$ cat src/include/pmbp_pkg.sv
// shared constants and types for program memory block protection
package pmbp_pkg;
    // memory size variants
    typedef enum logic [1:0] {SZ8K, SZ16K, SZ32K, SZ64K} pmbp_size_e;
    // access source
    typedef enum logic [1:0] {SRC_NONE, SRC_TBLRD, SRC_TBLWT, SRC_EXT} pmbp_src_e;

    localparam logic [21:0] CFG_EXT_BLK = 22'h30_0008;
    localparam logic [21:0] CFG_EXT_BOOT = 22'h30_0009;
    localparam logic [21:0] CFG_WR_BLK = 22'h30_000a;
    localparam logic [21:0] CFG_WR_BOOT = 22'h30_000b;
    localparam logic [21:0] CFG_RD_BLK = 22'h30_000c;
    localparam logic [21:0] CFG_RD_BOOT = 22'h30_000d;
    localparam logic [21:0] DEVID_LO = 22'h3f_fffe;
    localparam logic [21:0] DEVID_HI = 22'h3f_ffff;
    localparam logic [21:0] CFG_BASE = 22'h30_0000;
    localparam logic [21:0] CFG_LAST = 22'h30_000d;

    // boot block ends
    localparam logic [21:0] BOOT_END_SMALL = 22'h00_01ff;
    localparam logic [21:0] BOOT_END_LARGE = 22'h00_07ff;
    // block boundaries per variant: start of block 1 (also 2 and 3 for 32K and 64K) and top; 32K uses B1_16K for block 1
    localparam logic [21:0] B1_8K = 22'h00_1000;
    localparam logic [21:0] TOP_8K = 22'h00_2000;
    localparam logic [21:0] B1_16K = 22'h00_2000;
    localparam logic [21:0] TOP_16K = 22'h00_4000;
    localparam logic [21:0] B2_32K = 22'h00_4000;
    localparam logic [21:0] B3_32K = 22'h00_6000;
    localparam logic [21:0] TOP_32K = 22'h00_8000;
    localparam logic [21:0] B1_64K = 22'h00_4000;
    localparam logic [21:0] B2_64K = 22'h00_8000;
    localparam logic [21:0] B3_64K = 22'h00_c000;
    localparam logic [21:0] TOP_64K = 22'h01_0000;

    // field positions
    localparam int BOOT_BIT = 6;
    localparam int EE_BIT = 7;
    localparam int CFGW_BIT = 5;
    localparam logic [7:0] MASK_BLK4 = 8'h0f;
    localparam logic [7:0] MASK_BLK2 = 8'h03;
    localparam logic [7:0] MASK_BOOTEE = 8'hc0;
    localparam logic [7:0] MASK_WRH = 8'he0;
    localparam logic [7:0] MASK_BOOT = 8'h40;
    localparam logic [7:0] ERASED = 8'hff;

    // region codes: 0..3 blocks, 4 boot, 5 unimplemented, 6 config, 7 other
    localparam logic [2:0] REG_BOOT = 3'h4;
    localparam logic [2:0] REG_NONE = 3'h5;
    localparam logic [2:0] REG_CFG = 3'h6;
    localparam logic [2:0] REG_OTHER = 3'h7;

    typedef struct packed {
        pmbp_src_e src;
        logic wr;
        logic [21:0] addr;
        logic [21:0] fetchPc;
        logic [7:0] wdata;
    } pmbp_req_s;

    typedef struct packed {
        logic valid;
        logic grant;
        logic [7:0] rdata;
        logic flashWr;
    } pmbp_rsp_s;
endpackage

$ cat src/design/pmbp_guard.sv
// access checker for program flash block protection
`timescale 1ns/10ps
`default_nettype none
module pmbp_guard
    import pmbp_pkg::*;
(
    input wire logic clk, // core clock
    input wire logic rst_n, // synchronous reset
    input wire pmbp_size_e memSize, // memory size variant
    input wire logic progMode, // serial programming port active
    input wire pmbp_req_s req, // access request
    input wire logic [7:0] flashRdata, // raw flash/config read data
    input wire logic eraseChip, // chip erase pulse from programmer
    input wire logic eraseBlock, // block erase pulse from programmer
    input wire logic [2:0] eraseSel, // region code to block-erase
    input wire logic eeCpuRd, // cpu eeprom read
    input wire logic eeCpuWr, // cpu eeprom write
    input wire logic eeExtRd, // external eeprom read
    input wire logic eeExtWr, // external eeprom write
    output pmbp_rsp_s rsp, // registered answer
    output logic eeGrant, // eeprom access allowed
    output logic [7:0] extProt, // external protect bits, boot at 4
    output logic [7:0] wrProt, // write protect bits, boot at 4
    output logic [7:0] rdProt // cross read protect bits, boot at 4
);
    logic [7:0] cfgExtBlk;
    logic [7:0] cfgExtBoot;
    logic [7:0] cfgWrBlk;
    logic [7:0] cfgWrBoot;
    logic [7:0] cfgRdBlk;
    logic [7:0] cfgRdBoot;
    logic [7:0] blkMask;
    logic [2:0] tgtRegion;
    logic [2:0] pcRegion;
    logic [4:0] extVec;
    logic [4:0] wrVec;
    logic [4:0] rdVec;
    logic allow;
    logic zeroOut;
    logic cfgWrite;
    logic [7:0] cfgRead;
    logic [7:0] next_rdata;
    logic [7:0] userKeep;

    // map address to region for the selected variant
    function automatic logic [2:0] regionOf(input logic [21:0] a, input pmbp_size_e sz);
        logic [2:0] r;
        r = REG_OTHER;
        if (a >= CFG_BASE)
            r = REG_OTHER;
        else unique case (sz)
            SZ8K:
                r = (a <= BOOT_END_SMALL) ? REG_BOOT : (a < B1_8K) ? 3'h0 :
                    (a < TOP_8K) ? 3'h1 : REG_NONE;
            SZ16K:
                r = (a <= BOOT_END_LARGE) ? REG_BOOT : (a < B1_16K) ? 3'h0 :
                    (a < TOP_16K) ? 3'h1 : REG_NONE;
            SZ32K:
                r = (a <= BOOT_END_LARGE) ? REG_BOOT : (a < B1_16K) ? 3'h0 :
                    (a < B2_32K) ? 3'h1 : (a < B3_32K) ? 3'h2 :
                    (a < TOP_32K) ? 3'h3 : REG_NONE;
            SZ64K:
                r = (a <= BOOT_END_LARGE) ? REG_BOOT : (a < B1_64K) ? 3'h0 :
                    (a < B2_64K) ? 3'h1 : (a < B3_64K) ? 3'h2 :
                    (a < TOP_64K) ? 3'h3 : REG_NONE;
        endcase
        return r;
    endfunction

    // pick one protection bit for a region; boot at index 4
    function automatic logic bitOf(input logic [4:0] v, input logic [2:0] r);
        return (r <= REG_BOOT) ? v[r] : 1'b1;
    endfunction

    assign blkMask = (memSize == SZ32K || memSize == SZ64K) ? MASK_BLK4 : MASK_BLK2;
    assign tgtRegion = regionOf(req.addr, memSize);
    assign pcRegion = regionOf(req.fetchPc, memSize);
    assign extVec = {cfgExtBoot[BOOT_BIT], cfgExtBlk[3:0] | ~blkMask[3:0]};
    assign wrVec = {cfgWrBoot[BOOT_BIT], cfgWrBlk[3:0] | ~blkMask[3:0]};
    assign rdVec = {cfgRdBoot[BOOT_BIT], cfgRdBlk[3:0] | ~blkMask[3:0]};
    // self-programming may never touch the config-write bit; only the port may
    assign userKeep = (req.src == SRC_TBLWT) ? 8'(1 << CFGW_BIT) : 8'h00;

    always_comb
    begin
        unique case (req.addr)
            CFG_EXT_BLK: cfgRead = cfgExtBlk & blkMask;
            CFG_EXT_BOOT: cfgRead = cfgExtBoot & MASK_BOOTEE;
            CFG_WR_BLK: cfgRead = cfgWrBlk & blkMask;
            CFG_WR_BOOT: cfgRead = cfgWrBoot & MASK_WRH;
            CFG_RD_BLK: cfgRead = cfgRdBlk & blkMask;
            CFG_RD_BOOT: cfgRead = cfgRdBoot & MASK_BOOT;
            default: cfgRead = flashRdata;
        endcase
    end

    // decide whether the access may proceed
    always_comb
    begin
        allow = 1'b1;
        zeroOut = 1'b0;
        cfgWrite = 1'b0;
        unique case (req.src)
            SRC_TBLRD:
            begin
                if (tgtRegion == REG_NONE)
                    zeroOut = 1'b1;
                else if (tgtRegion != pcRegion && !bitOf(rdVec, tgtRegion))
                    zeroOut = 1'b1;
            end
            SRC_TBLWT:
            begin
                if (tgtRegion == REG_NONE)
                    allow = 1'b0;
                else if (req.addr >= CFG_BASE && req.addr <= CFG_LAST)
                begin
                    allow = cfgWrBoot[CFGW_BIT];
                    cfgWrite = allow;
                end
                else
                    allow = bitOf(wrVec, tgtRegion);
            end
            SRC_EXT:
            begin
                if (!progMode || tgtRegion == REG_NONE)
                    allow = 1'b0;
                else if (req.addr >= CFG_BASE && req.addr <= CFG_LAST)
                    cfgWrite = req.wr; // programmer may touch all config
                else
                    allow = bitOf(extVec, tgtRegion);
                zeroOut = !allow;
            end
            default: allow = 1'b0;
        endcase
    end

    always_comb
    begin
        next_rdata = zeroOut ? 8'h00 : cfgRead;
    end

    // config storage: writes only clear, erase sets; erase from port only
    always_ff @(posedge clk)
    begin
        if (!rst_n)
        begin
            cfgExtBlk <= ERASED;
            cfgExtBoot <= ERASED;
            cfgWrBlk <= ERASED;
            cfgWrBoot <= ERASED;
            cfgRdBlk <= ERASED;
            cfgRdBoot <= ERASED;
        end
        else if (progMode && eraseChip)
        begin
            cfgExtBlk <= ERASED;
            cfgExtBoot <= ERASED;
            cfgWrBlk <= ERASED;
            cfgWrBoot <= ERASED;
            cfgRdBlk <= ERASED;
            cfgRdBoot <= ERASED;
        end
        else if (progMode && eraseBlock)
        begin
            if (eraseSel == REG_BOOT)
            begin
                cfgExtBoot[BOOT_BIT] <= 1'b1;
                cfgWrBoot[BOOT_BIT] <= 1'b1;
                cfgRdBoot[BOOT_BIT] <= 1'b1;
            end
            else if (eraseSel < REG_BOOT)
            begin
                cfgExtBlk[eraseSel[1:0]] <= 1'b1;
                cfgWrBlk[eraseSel[1:0]] <= 1'b1;
                cfgRdBlk[eraseSel[1:0]] <= 1'b1;
            end
        end
        else if (cfgWrite && req.wr)
        begin
            unique case (req.addr)
                CFG_EXT_BLK: cfgExtBlk <= cfgExtBlk & req.wdata;
                CFG_EXT_BOOT: cfgExtBoot <= cfgExtBoot & req.wdata;
                CFG_WR_BLK: cfgWrBlk <= cfgWrBlk & req.wdata;
                CFG_WR_BOOT: cfgWrBoot <= cfgWrBoot & (req.wdata | userKeep);
                CFG_RD_BLK: cfgRdBlk <= cfgRdBlk & req.wdata;
                CFG_RD_BOOT: cfgRdBoot <= cfgRdBoot & req.wdata;
                default: cfgRdBoot <= cfgRdBoot;
            endcase
        end
    end

    // registered answer
    always_ff @(posedge clk)
    begin
        if (!rst_n)
        begin
            rsp <= '0;
        end
        else
        begin
            rsp.valid <= (req.src != SRC_NONE);
            rsp.grant <= (req.src != SRC_NONE) && allow;
            rsp.rdata <= (req.src != SRC_NONE && !req.wr) ? next_rdata : 8'h00;
            rsp.flashWr <= (req.src != SRC_NONE) && req.wr && allow && !cfgWrite &&
                           req.addr < CFG_BASE;
        end
    end

    // eeprom gating and status outputs
    always_ff @(posedge clk)
    begin
        if (!rst_n)
        begin
            eeGrant <= 1'b0;
            extProt <= '0;
            wrProt <= '0;
            rdProt <= '0;
        end
        else
        begin
            eeGrant <= eeCpuRd
                || (eeCpuWr && cfgWrBoot[EE_BIT])
                || (eeExtRd && progMode && cfgExtBoot[EE_BIT])
                || (eeExtWr && progMode && cfgExtBoot[EE_BIT] && cfgWrBoot[EE_BIT]);
            extProt <= {3'h0, extVec};
            wrProt <= {3'h0, wrVec};
            rdProt <= {3'h0, rdVec};
        end
    end

    chk_write_block_refused: assert property (@(posedge clk) disable iff (!rst_n)
        (req.src == SRC_TBLWT && tgtRegion <= REG_BOOT && !bitOf(wrVec, tgtRegion))
        |=> !rsp.grant && !rsp.flashWr)
        else $error("table write into protected block granted");
    chk_foreign_read_zero: assert property (@(posedge clk) disable iff (!rst_n)
        (req.src == SRC_TBLRD && tgtRegion <= REG_BOOT && tgtRegion != pcRegion
         && !bitOf(rdVec, tgtRegion)) |=> rsp.rdata == 8'h00)
        else $error("foreign table read returned data");
    chk_same_block_read: assert property (@(posedge clk) disable iff (!rst_n)
        (req.src == SRC_TBLRD && !req.wr && tgtRegion <= REG_BOOT && tgtRegion == pcRegion)
        |=> rsp.rdata == $past(flashRdata))
        else $error("same block table read lost data");
    chk_bits_no_set: assert property (@(posedge clk) disable iff (!rst_n)
        !$past(eraseChip && progMode) && !$past(eraseBlock && progMode)
        |-> (cfgWrBlk & ~$past(cfgWrBlk)) == 8'h00)
        else $error("protection bit set without erase");
    chk_cfg_user_ro: assert property (@(posedge clk) disable iff (!rst_n)
        (req.src == SRC_TBLWT && !(progMode && (eraseChip || eraseBlock)))
        |=> $stable(cfgWrBoot[CFGW_BIT]))
        else $error("config protect changed by table write");
    chk_ext_blocked: assert property (@(posedge clk) disable iff (!rst_n)
        (req.src == SRC_EXT && tgtRegion <= REG_BOOT && !bitOf(extVec, tgtRegion))
        |=> !rsp.grant ##0 rsp.rdata == 8'h00)
        else $error("external access to protected block granted");
    chk_unimpl_zero: assert property (@(posedge clk) disable iff (!rst_n)
        (req.src == SRC_TBLRD && tgtRegion == REG_NONE) |=> rsp.rdata == 8'h00)
        else $error("unimplemented space read nonzero");
    chk_eeprom_write: assert property (@(posedge clk) disable iff (!rst_n)
        (!cfgWrBoot[EE_BIT] && !eeCpuRd && !eeExtRd) |=> !eeGrant)
        else $error("eeprom write granted while protected");
    chk_absent_zero: assert property (@(posedge clk) disable iff (!rst_n)
        (req.src == SRC_TBLRD && req.addr == CFG_RD_BLK && memSize == SZ8K)
        |=> rsp.rdata[3:2] == 2'b00)
        else $error("absent block bits read nonzero");
    chk_unimpl_write: assert property (@(posedge clk) disable iff (!rst_n)
        (req.src == SRC_TBLWT && tgtRegion == REG_NONE) |=> !rsp.grant && !rsp.flashWr)
        else $error("write to unimplemented space granted");
    chk_ext_needs_port: assert property (@(posedge clk) disable iff (!rst_n)
        (req.src == SRC_EXT && !progMode) |=> !rsp.grant && rsp.rdata == 8'h00)
        else $error("external access granted outside programming mode");
    chk_ee_cpu_read: assert property (@(posedge clk) disable iff (!rst_n)
        eeCpuRd |=> eeGrant)
        else $error("cpu eeprom read refused");
    // no erase is honoured while the port is idle, so no bit may rise then
    chk_erase_port_only: assert property (@(posedge clk) disable iff (!rst_n)
        !progMode |=> ((cfgExtBlk & ~$past(cfgExtBlk)) | (cfgWrBlk & ~$past(cfgWrBlk))
            | (cfgRdBlk & ~$past(cfgRdBlk)) | (cfgExtBoot & ~$past(cfgExtBoot))
            | (cfgWrBoot & ~$past(cfgWrBoot)) | (cfgRdBoot & ~$past(cfgRdBoot))) == 8'h00)
        else $error("protection bit set outside programming mode");
endmodule
`default_nettype wire

$ cat config.mk
export PLATFORM = sky130hd
export DESIGN_NAME = pmbp_guard
export DESIGN_NICKNAME = d
export VERILOG_FILES = /design/src/include/pmbp_pkg.sv /design/src/design/pmbp_guard.sv
export SDC_FILE = /design/constraint.sdc
export NUM_CORES = 1
export LEC_CHECK = 0
export BUFFER_PORTS_ARGS = -buffer_cell sky130_fd_sc_hd__buf_4
export CAP_MARGIN = 20
export CELL_PAD_IN_SITES_DETAIL_PLACEMENT = 0
export CELL_PAD_IN_SITES_GLOBAL_PLACEMENT = 1
export CORE_ASPECT_RATIO = 1.5
export CORE_UTILIZATION = 34
export DETAILED_ROUTE_END_ITERATION = 8
export GPL_ROUTABILITY_DRIVEN = 0
export PLACE_DENSITY = 0.86
export SKIP_LAST_GASP = 1
export SYNTH_ARGS = -nofsm -noshare
export SYNTH_HDL_FRONTEND = slang
export SYNTH_SLANG_ARGS = --single-unit
$ cat constraint.sdc
create_clock -name clk -period 3.1 [get_ports clk]
set_input_delay 0.31 -clock clk [delete_from_list [all_inputs] [get_ports clk]]
set_output_delay 0.31 -clock clk [all_outputs]
set_load 0.02 [all_outputs]
**Yosys cells after proc, flatten, opt, wreduce, memory -nomap -nowiden**

Index checks and enable logic that the tools add are counted.
W data, S select, Z words.

- Output and inout bits: 36
- Bits in registers: 84

- Magnitude comparators: 27
- Mux-type cells: 89
- Equal/unequal tests: 18
- Bitwise gates (word level): 20
- Reduce and logical (&&, ||, !) cells: 48

Operators by type and width:

| kind | number |
|---|---|
| $eq A22 B22 Y1 const B | 6 |
| $mux W8 | 15 |
| $mux W3 | 34 |
| $lt A22 B15 Y1 const B | 4 |
| $lt A22 B16 Y1 const B | 4 |
| $and A8 B8 Y8 | 6 |
| $pmux W8 S6 | 1 |
| $ge A22 B22 Y1 const B | 2 |
| $le A22 B11 Y1 const B | 2 |
| $le A22 B9 Y1 const B | 2 |
| $lt A22 B13 Y1 const B | 2 |
| $lt A22 B14 Y1 const B | 2 |
| $lt A22 B17 Y1 const B | 2 |
| $mux W7 | 6 |
| $and A8 B4 Y8 | 3 |
| $or A8 B4 Y8 | 3 |
| $pmux W3 S4 | 2 |
| $le A22 B22 Y1 const B | 1 |
| $lt A22 B22 Y1 const B | 1 |
| $mux W1 | 22 |
| $logic_and A1 B1 Y1 | 18 |
| $reduce_and A3 Y1 | 6 |
| $reduce_bool A2 Y1 | 8 |
| $or A4 B4 Y4 | 3 |
| other kinds (26) | 47 |

**Longest topological paths before layout**

Gate-level depths: netlist (run 1).

- Depth after elaboration: 18
- Depth in mapped cells: 8
- Depth with buffers taken out: 7

**Worst setup path before layout (run 1)**

OpenSTA, ideal clock, no wires.

- Path type: input -> register
- Start: input req[27] in the netlist's numbering
- End: register rsp[6] in the netlist's numbering
- Arrival time: 2.327 ns
- Library setup time: 0.139 ns
- Path buffers: 0
- Path slack: 0.634 ns
- Required time: 2.961 ns
- Stages: 7
- Cell sequence: or4_4 -> or3_4 -> o31ai_4 -> xor2_2 -> o41ai_2 -> nor4_4 -> nor4b_1

- Word-level cells in the longest chain between the ends: 14
- Elaborated cells on any way between the ends: 34
- Those cells by class: order compare (10); eq/ne (1); mux (21); reduce/logical (2)

Ends and longest elaborated chain:

| what | RTL line | text |
|---|---|---|
| start: declaration | pmbp_guard.sv:11 | `input wire pmbp_req_s req,` |
| $lt A22 B17 Y1 or $lt A22 B16 Y1 (tied branches) | pmbp_guard.sv:65, pmbp_guard.sv:61, pmbp_guard.sv:64 |  |
| $mux W3 (on tied branches) | pmbp_guard.sv:65, pmbp_guard.sv:61 |  |
| $mux W3 (on tied branches) (2 in series) | pmbp_guard.sv:64, pmbp_guard.sv:60 |  |
| $mux W3 (on tied branches) (2 in series) | pmbp_guard.sv:63, pmbp_guard.sv:59 |  |
| $pmux W3 S4 | pmbp_guard.sv:51 | `else unique case (sz)` |
| $mux W3 * | pmbp_guard.sv:49 | `if (a >= CFG_BASE)` |
| $ne A3 B3 Y1 * | pmbp_guard.sv:108 | `else if (tgtRegion != pcRegion && !bitOf(rdVec, tgtRegion))` |
| $logic_and A1 B1 Y1 * | pmbp_guard.sv:108 |  |
| $mux W1 * | pmbp_guard.sv:108 |  |
| $mux W1 * | pmbp_guard.sv:106 | `if (tgtRegion == REG_NONE)` |
| $pmux W1 S2 * | pmbp_guard.sv:103 | `unique case (req.src)` |
| $reduce_or A3 Y1 (no line) * | n/a |  |
| end: declaration | pmbp_guard.sv:20 | `output pmbp_rsp_s rsp,` |

Every way passes the cells marked *; elsewhere a longest branch is shown, timed or not.
A chain may end at the register's enable or synchronous reset.

**Worst setup path after layout (run 1)**

- Start: input memSize[0]
- End: register rsp[2] in the netlist's numbering

- Word-level cells in the longest chain between the ends: 14
- Elaborated cells on any way between the ends: 33
- Those cells by class: order compare (1); eq/ne (5); mux (17); bitwise (3); reduce/logical (7)

Ends and longest elaborated chain:

| what | RTL line | text |
|---|---|---|
| start: declaration | pmbp_guard.sv:9 | `input wire pmbp_size_e memSize,` |
| $eq A2 B2 Y1 | pmbp_guard.sv:51, pmbp_guard.sv:75 |  |
| $logic_or A1 B1 Y1 | pmbp_guard.sv:75 | `assign blkMask = (memSize == SZ32K \|\| memSize == SZ64K) ? MASK_BLK4 : MASK_BLK2;` |
| $mux W4 | pmbp_guard.sv:75 |  |
| $not A4 Y4 | pmbp_guard.sv:78, pmbp_guard.sv:80 |  |
| $or A4 B4 Y4 (on tied branches) | pmbp_guard.sv:78, pmbp_guard.sv:80 |  |
| $bmux W1 S3 | pmbp_guard.sv:72 | `return (r <= REG_BOOT) ? v[r] : 1'b1;` |
| $mux W1 (not written as such) | pmbp_guard.sv:72 |  |
| $mux W1 | pmbp_guard.sv:72 |  |
| $mux W1 or $logic_not A1 Y1 (tied branches) | pmbp_guard.sv:127, pmbp_guard.sv:108 |  |
| $mux W1 or $logic_and A1 B1 Y1 (tied branches) | pmbp_guard.sv:125, pmbp_guard.sv:108 |  |
| $mux W1 (on tied branches) | pmbp_guard.sv:103, pmbp_guard.sv:108 |  |
| $logic_not A1 Y1 or $mux W1 (tied branches) | pmbp_guard.sv:131, pmbp_guard.sv:106 |  |
| $pmux W1 S2 * | pmbp_guard.sv:103 |  |
| $reduce_or A3 Y1 (no line) * | n/a |  |

Every way passes the cells marked *; elsewhere a longest branch is shown, timed or not. The select of a mux whose other input is x is not followed.

==> flow_summary.yaml, run 1 <==
setup_path:
  reg2reg_from: "cfgExtBlk[1]$_SDFFE_PP1P_"
  path_class: "primary input to flip-flop"
  critPathCaptureType: "flip-flop"
  worstReg2RegEnd: "rsp[2]$_SDFF_PP0_"
  cp_slowest_cell: "a2111oi_2"
  crit_chain: "buf_4 > inv_2 > a2111oi_2 > or2_2 > mux2_2 > a311oi_1 > nor4_4 > a2111oi_1"
  crit_family: "compound AO/OA/AOI/OAI gates"
  crit_cells: 8
  worst-r2r-cell-count: 5
  crit_fanout: 13
  cp.arrival_ns: 2.78
  crit_path_max_incr_delay_ns: 0.77
  critPathBufInv: 2
  crit_path_start_kind: "primary input"
  critPathRequiredTime_ns: 3.29
  r2r_setup_slack_ns: 0.99
global_routing:
  grt.total_usage_pct: 20.3
  grt_pass1_wl_mm: 12.3
  antenna_found_initial: 0
  grt_pass1_vias: 2608
  grt_max_degree: 19
  grt_overflow: 0
cts:
  cts_tree: "done"
  cts_setup_buffers: 0
  htree_levels: 2
  clockRootBuffer: "clkbuf_8"
  cts.clk_slew.worst_paths_ns: 0.09
  clk_path_buf_depth: 2
  clk-insertion-delay-late_ns: 0.31
  ctsResizeCount: 0
  cts_buffers: 5
  hold_buffers: 0
  cts.sinks: 45
finish:
  layout_common_cells: "buf_4 (94), nand2_1 (46), dfxtp_1 (45)"
  final_cells: 507
  stdcell_area_um2: 3470
  fill_cells: 749
  final_common_cell: "buf_4"
  area_growth_pct: 32.1
  drive_gt1_share_pct: 31.4
  seqCellArea_um2: 901
  multi_input_comb_area_um2: 1620
  fin_nets: 483
  diodes: 0
  postLayoutCoreUtil_pct: 47.1
hold_path:
  hp-class: "primary input to flip-flop"
  hold-path-endpoint: "rsp[5]$_SDFF_PP0_"
  min-delay-start: "flashRdata[4]"
  whs_path_depth: 3
die:
  die_h_um: 110
  die_area_um2: 8090
  placementRows: 38
  die_x_um: 73.8
  core_um2: 7370
  initial_core_util_pct: 35.6
  num_io_pins: 113
timing:
  tightest_slew_ns: 0.809
  tns_ns: 0
  fin_ws_ns: 0.517
  maxSlewViolCount: 0
  rsz0062_at_grt: "false"
  period_share_pct: 83.3
  hold_violations: 0
  maxSlewHeadroom_pct: 46.0
  max_freq_ghz: 0.387
  setup_violations: 0
  fin_skew_ns: 0.00273
  period_needed_ns: 2.58
logic_synthesis:
  ys_seq_area_share_pct: 34.3
  syn_avg_cell_area_um2: 8.31
  yosysWarningCount: 0
  yosys_register_bits: 45
  synthCells: 316
  synth-async-reset-ratio_pct: 0
  synth.distinct_cells: 61
  synthesis.area_um2: 2630
  ys.flop_type: "dfxtp_1"
  synth_edf_count: 0
place:
  placedInstanceArea_um2: 3380
  numPortBuffers: 93
  dp_hpwl_mm: 6.31
  dp.cells: 499
  pre_cts_ws_ns: 0.175
routing:
  final_antenna_net_count: 0
  first_pass_iters: 4
  drt_iter0_markers: 170
  drc: 0
  vias_per_cell: 5.30
  drt_wl_total_mm: 7.94
  post_drt_wl_per_cell_um: 15.7
  vias: 2685
outcome:
  status: "completed"
power_and_ir_drop:
  pwr_density_cell_nw_per_um2: 357
  vdd_drop_max_mv: 0.175
  p_leak_nw: 1.44
job:
  maxCapViolCount: 0
[flip-flops by register name, indices dropped and copies added (netlist names)]
| register | count |
|---|---|
| rsp | 11 |
| cfgRdBoot | 1 |
| eeGrant | 1 |
| cfgRdBlk | 4 |
| cfgWrBlk | 4 |
| cfgExtBlk | 4 |
| rdProt | 5 |
| cfgWrBoot | 3 |
| wrProt | 5 |
| cfgExtBoot | 2 |
| extProt | 5 |
[through the flow]
| stage | hold slack (ns) | total power [mW] |
|---|---|---|
| after global placement | 0.466 | 0.875 |
| final | 0.222 | 1.24 |
| after CTS | 0.213 | 1.25 |
| after global routing | 0.240 | 1.29 |
| after detailed placement | 0.482 | 0.878 |
| after floorplan | 0.428 | 0.754 |
[layer usage]
layer	up-vias	routed length [µm]	part of all wire, %	global-route usage [%]
li1	1333	-	-	-
met1	1250	2840	36	21.1
met2	87	4470	56	39.1
met3	15	442	5.6	2.75
met4	0	184	2.3	9.07
met5	-	0	0	0
[report_power, final]
group          switching (mW)  internal, mW
registers             0.00480         0.595
logic                   0.145         0.120
clock network           0.215         0.160
[worst max-delay path by stage]
stage | from | end | slack (ns)
finish | memSize[0] | rsp[2]$_SDFF_PP0_ | 0.52
global route | memSize[0] | rsp[2]$_SDFF_PP0_ | 0.29
CTS | memSize[0] | rsp[2]$_SDFF_PP0_ | 0.49
detailed placement | memSize[0] | rsp[2]$_SDFF_PP0_ | 0.17
global placement | memSize[0] | rsp[2]$_SDFF_PP0_ | 0.25
floorplan | req[27] | rsp[6]$_SDFF_PP0_ | 0.63
[Yosys cell counts, drive strengths merged, types with 2 or more instances]
library cell / instances / area, µm²
a2111oi: 7 / 97.6
a211o: 2 / 17.5
a21o: 4 / 31.3
a21oi: 11 / 58.8
a31oi: 5 / 31.3
a41oi: 2 / 17.5
and2: 10 / 62.6
and4: 3 / 26.3
buf: 10 / 75.1
clkbuf: 9 / 33.8
dfxtp: 45 / 901
inv: 6 / 22.5
mux2: 2 / 22.5
mux2i: 9 / 90.1
nand2: 46 / 173
nand2b: 4 / 25.0
nand3: 17 / 85.1
nand3b: 3 / 22.5
nand4: 5 / 31.3
nor2: 23 / 86.3
nor3: 8 / 40.0
nor3b: 5 / 48.8
nor4: 11 / 105
nor4b: 3 / 26.3
o211ai: 2 / 15.0
o21a: 8 / 60.1
o21ai: 23 / 119
o22ai: 4 / 25.0
o31ai: 4 / 43.8
o41ai: 2 / 32.5
or2: 3 / 21.3
or3b: 4 / 35.0
or4: 2 / 18.8
[area by class of cell]
class | count | share of cell area [%]
flip-flops and latches | 45 | 26.0
clock inverters | 3 | 0.613
repair buffers | 94 | 20.3
multi-input cells | 254 | 46.8
well taps | 100 | 3.61
clock buffers | 5 | 1.98
inverters | 6 | 0.649
[kinds of logic after synthesis]
family                 after synthesis  synth area share [%]
AND/OR/NAND/NOR                    152                  32.3
AO/OA/AOI/OAI                       80                  23.0
flip-flops                          45                  34.3
buffers and inverters               25                  5.00
multiplexers                        11                  4.29
XOR/XNOR                             2                 0.953
other                                1                 0.143
[worst register-to-register path, cell delays in order, from the launching register on]
cell and delay, ns:
dfxtp_1 0.48, or3b_2 0.47, a211o_1 0.26, nand3_1 0.12
nand2_1 0.22, a2111oi_1 0.44
No activity file was read; power rests on OpenSTA's default activity.
==> inputs of run 2 (changes only) <==
==> constraint.sdc (replaced) <==
create_clock -name clk -period 2.54 [get_ports clk]
set_input_delay 0.254 -clock clk [delete_from_list [all_inputs] [get_ports clk]]
set_output_delay 0.254 -clock clk [all_outputs]
set_load 0.02 [all_outputs]
==> run 2 against run 1 <==
Compared with the run above: flip-flop and latch count stayed put; non-clock buffer count is 19 higher; die area stayed put; cell count is 3.7% higher; wire length is 1.8% higher; hold slack worse by 0.058 ns; sequential share of layout area is 1.1 points lower; global-route usage is 0.62 points higher; critical endpoint unchanged; highest routed layer unchanged.
==> flow_summary.yaml, run 2 (synthesis gave the netlist of run 1 again) <==
outcome:
  status: "completed"
finish:
  regMostFlops: "rsp"
  fin_nets: 502
  drive_gt1_share_pct: 34.7
  stdcell_area_um2: 3620
  area_growth_pct: 37.7
  fill_cells: 756
  largest_reg_flops: 11
  final_cells: 526
  final_common_cell: "buf_4"
  postLayoutCoreUtil_pct: 49.1
  diodes: 0
  layout_common_cells: "buf_4 (113), nand2_1 (46), dfxtp_1 (45)"
setup_path:
  worstReg2RegEnd: "rsp[2]$_SDFF_PP0_"
  crit_fanout: 8
  cp.arrival_ns: 2.61
  crit_path_start_kind: "primary input"
  critPathRequiredTime_ns: 2.74
  worst-r2r-cell-count: 5
  critPathCapture: "rsp[2]$_SDFF_PP0_"
  path_class: "primary input to flip-flop"
  critPathCaptureType: "flip-flop"
  crit_path_start: "req[27]"
  r2r_setup_slack_ns: 0.61
  reg2reg_from: "cfgExtBlk[1]$_SDFFE_PP1P_"
place:
  pre_cts_ws_ns: -0.220
  dp_hpwl_mm: 6.52
  placedInstanceArea_um2: 3510
  dp.cells: 517
  numPortBuffers: 93
routing:
  drt_wl_total_mm: 8.08
  drt_iter0_markers: 184
  vias: 2779
  first_pass_iters: 6
  final_antenna_net_count: 0
  drc: 0
  vias_per_cell: 5.28
  post_drt_wl_per_cell_um: 15.4
cts:
  cts.clk_slew.worst_paths_ns: 0.09
  clockRootBuffer: "clkbuf_8"
  cts.sinks: 45
  clk-insertion-delay-late_ns: 0.32
  cts_tree: "done"
  cts_buffers: 5
  clk_path_buf_depth: 2
  hold_buffers: 0
  htree_levels: 2
die:
  placementRows: 38
  core_um2: 7370
  die_h_um: 110
  die_x_um: 73.8
  die_area_um2: 8090
  num_io_pins: 113
  initial_core_util_pct: 35.6
hold_path:
  hp-class: "primary input to flip-flop"
power_and_ir_drop:
  pwr_density_cell_nw_per_um2: 424
  switching_power_mw: 0.451
  pwr-share-clk_pct: 30.1
  p_leak_nw: 1.54
  share_comb_of_total_power_pct: 22.1
  seq_power_share_pct: 47.8
  vdd_drop_max_mv: 0.227
  swShare_pct: 29.5
  p_int_mw: 1.08
global_routing:
  antenna_found_initial: 0
  grt_pass1_wl_mm: 12.7
  grt_pass1_vias: 2743
  grt_overflow: 0
  grt_max_degree: 19
  grt.total_usage_pct: 20.9
timing:
  fin_skew_ns: 0.00958
  period_needed_ns: 2.41
  fin_ws_ns: 0.128
  maxSlewHeadroom_pct: 53.8
  maxSlewViolCount: 0
  period_share_pct: 94.9
  tightest_slew_ns: 0.693
  setup_violations: 0
  hold_violations: 0
  rsz0062_at_grt: "false"
  max_freq_ghz: 0.415
job:
  maxCapViolCount: 0
-- run 2: layout make-up --
type / count / area (µm²) / share of cell area, %
inverter: 6 / 22.5 / 0.623
clock inverter: 3 / 22.5 / 0.623
tap: 100 / 125 / 3.46
timing repair buffer: 113 / 848 / 23.5
sequential: 45 / 901 / 24.9
clock buffer: 5 / 68.8 / 1.90
multi-input combinational: 254 / 1630 / 45.0
-- run 2: per-layer routing --
layer	global-route usage [%]	routed length [µm]
met1	21.5	2840
met2	38.9	4380
met4	12.2	423
met5	0	0
met3	3.39	433
-- run 2: what timing repair did --
item	in CTS	in global routing
setup buffers	0	1
gates resized for setup	0	1
setup endpoints to repair	0	7
-- run 2: through the flow --
stage | TNS [ns] | total power, mW | hold WS (ns)
5_1_grt | 0 | 1.60 | 0.167
3_5_place_dp | -1.46 | 1.09 | 0.479
4_1_cts | 0 | 1.54 | 0.161
2_1_floorplan | 0 | 0.920 | 0.372
6_report | 0 | 1.53 | 0.163
3_3_place_gp | -0.456 | 1.08 | 0.467
-- run 2: worst max-delay path: stages --
cell and delay, ns:
buf_4 0.11, or4_4 0.53, or3_4 0.37, o31ai_4 0.26, xor2_2 0.11, o41ai_2 0.41, nor4_4 0.09, buf_4 0.18
a2111oi_1 0.32
-- run 2: worst min-delay path by stage --
stage,from,endpoint,slack [ns],depth (start not counted)
after global placement,cfgExtBoot[7]$_SDFFE_PP1P_,cfgExtBoot[7]$_SDFFE_PP1P_,0.47,2
after CTS,req[0],cfgExtBlk[0]$_SDFFE_PP1P_,0.16,3
after global routing,req[0],cfgExtBlk[0]$_SDFFE_PP1P_,0.17,3
after floorplan,req[52],rsp[0]$_SDFF_PN0_,0.37,2
final,req[0],cfgExtBlk[0]$_SDFFE_PP1P_,0.16,3
after detailed placement,cfgExtBoot[7]$_SDFFE_PP1P_,cfgExtBoot[7]$_SDFFE_PP1P_,0.48,2
-- run 2: power by group through the flow --
stage               combinational, mW  clock (mW)  sequential [mW]
global placement                0.333           0            0.749
finish                          0.339       0.461            0.732
global route                    0.367       0.498            0.734
detailed placement              0.338           0            0.749
CTS                             0.339       0.468            0.732
floorplan                       0.145           0            0.775
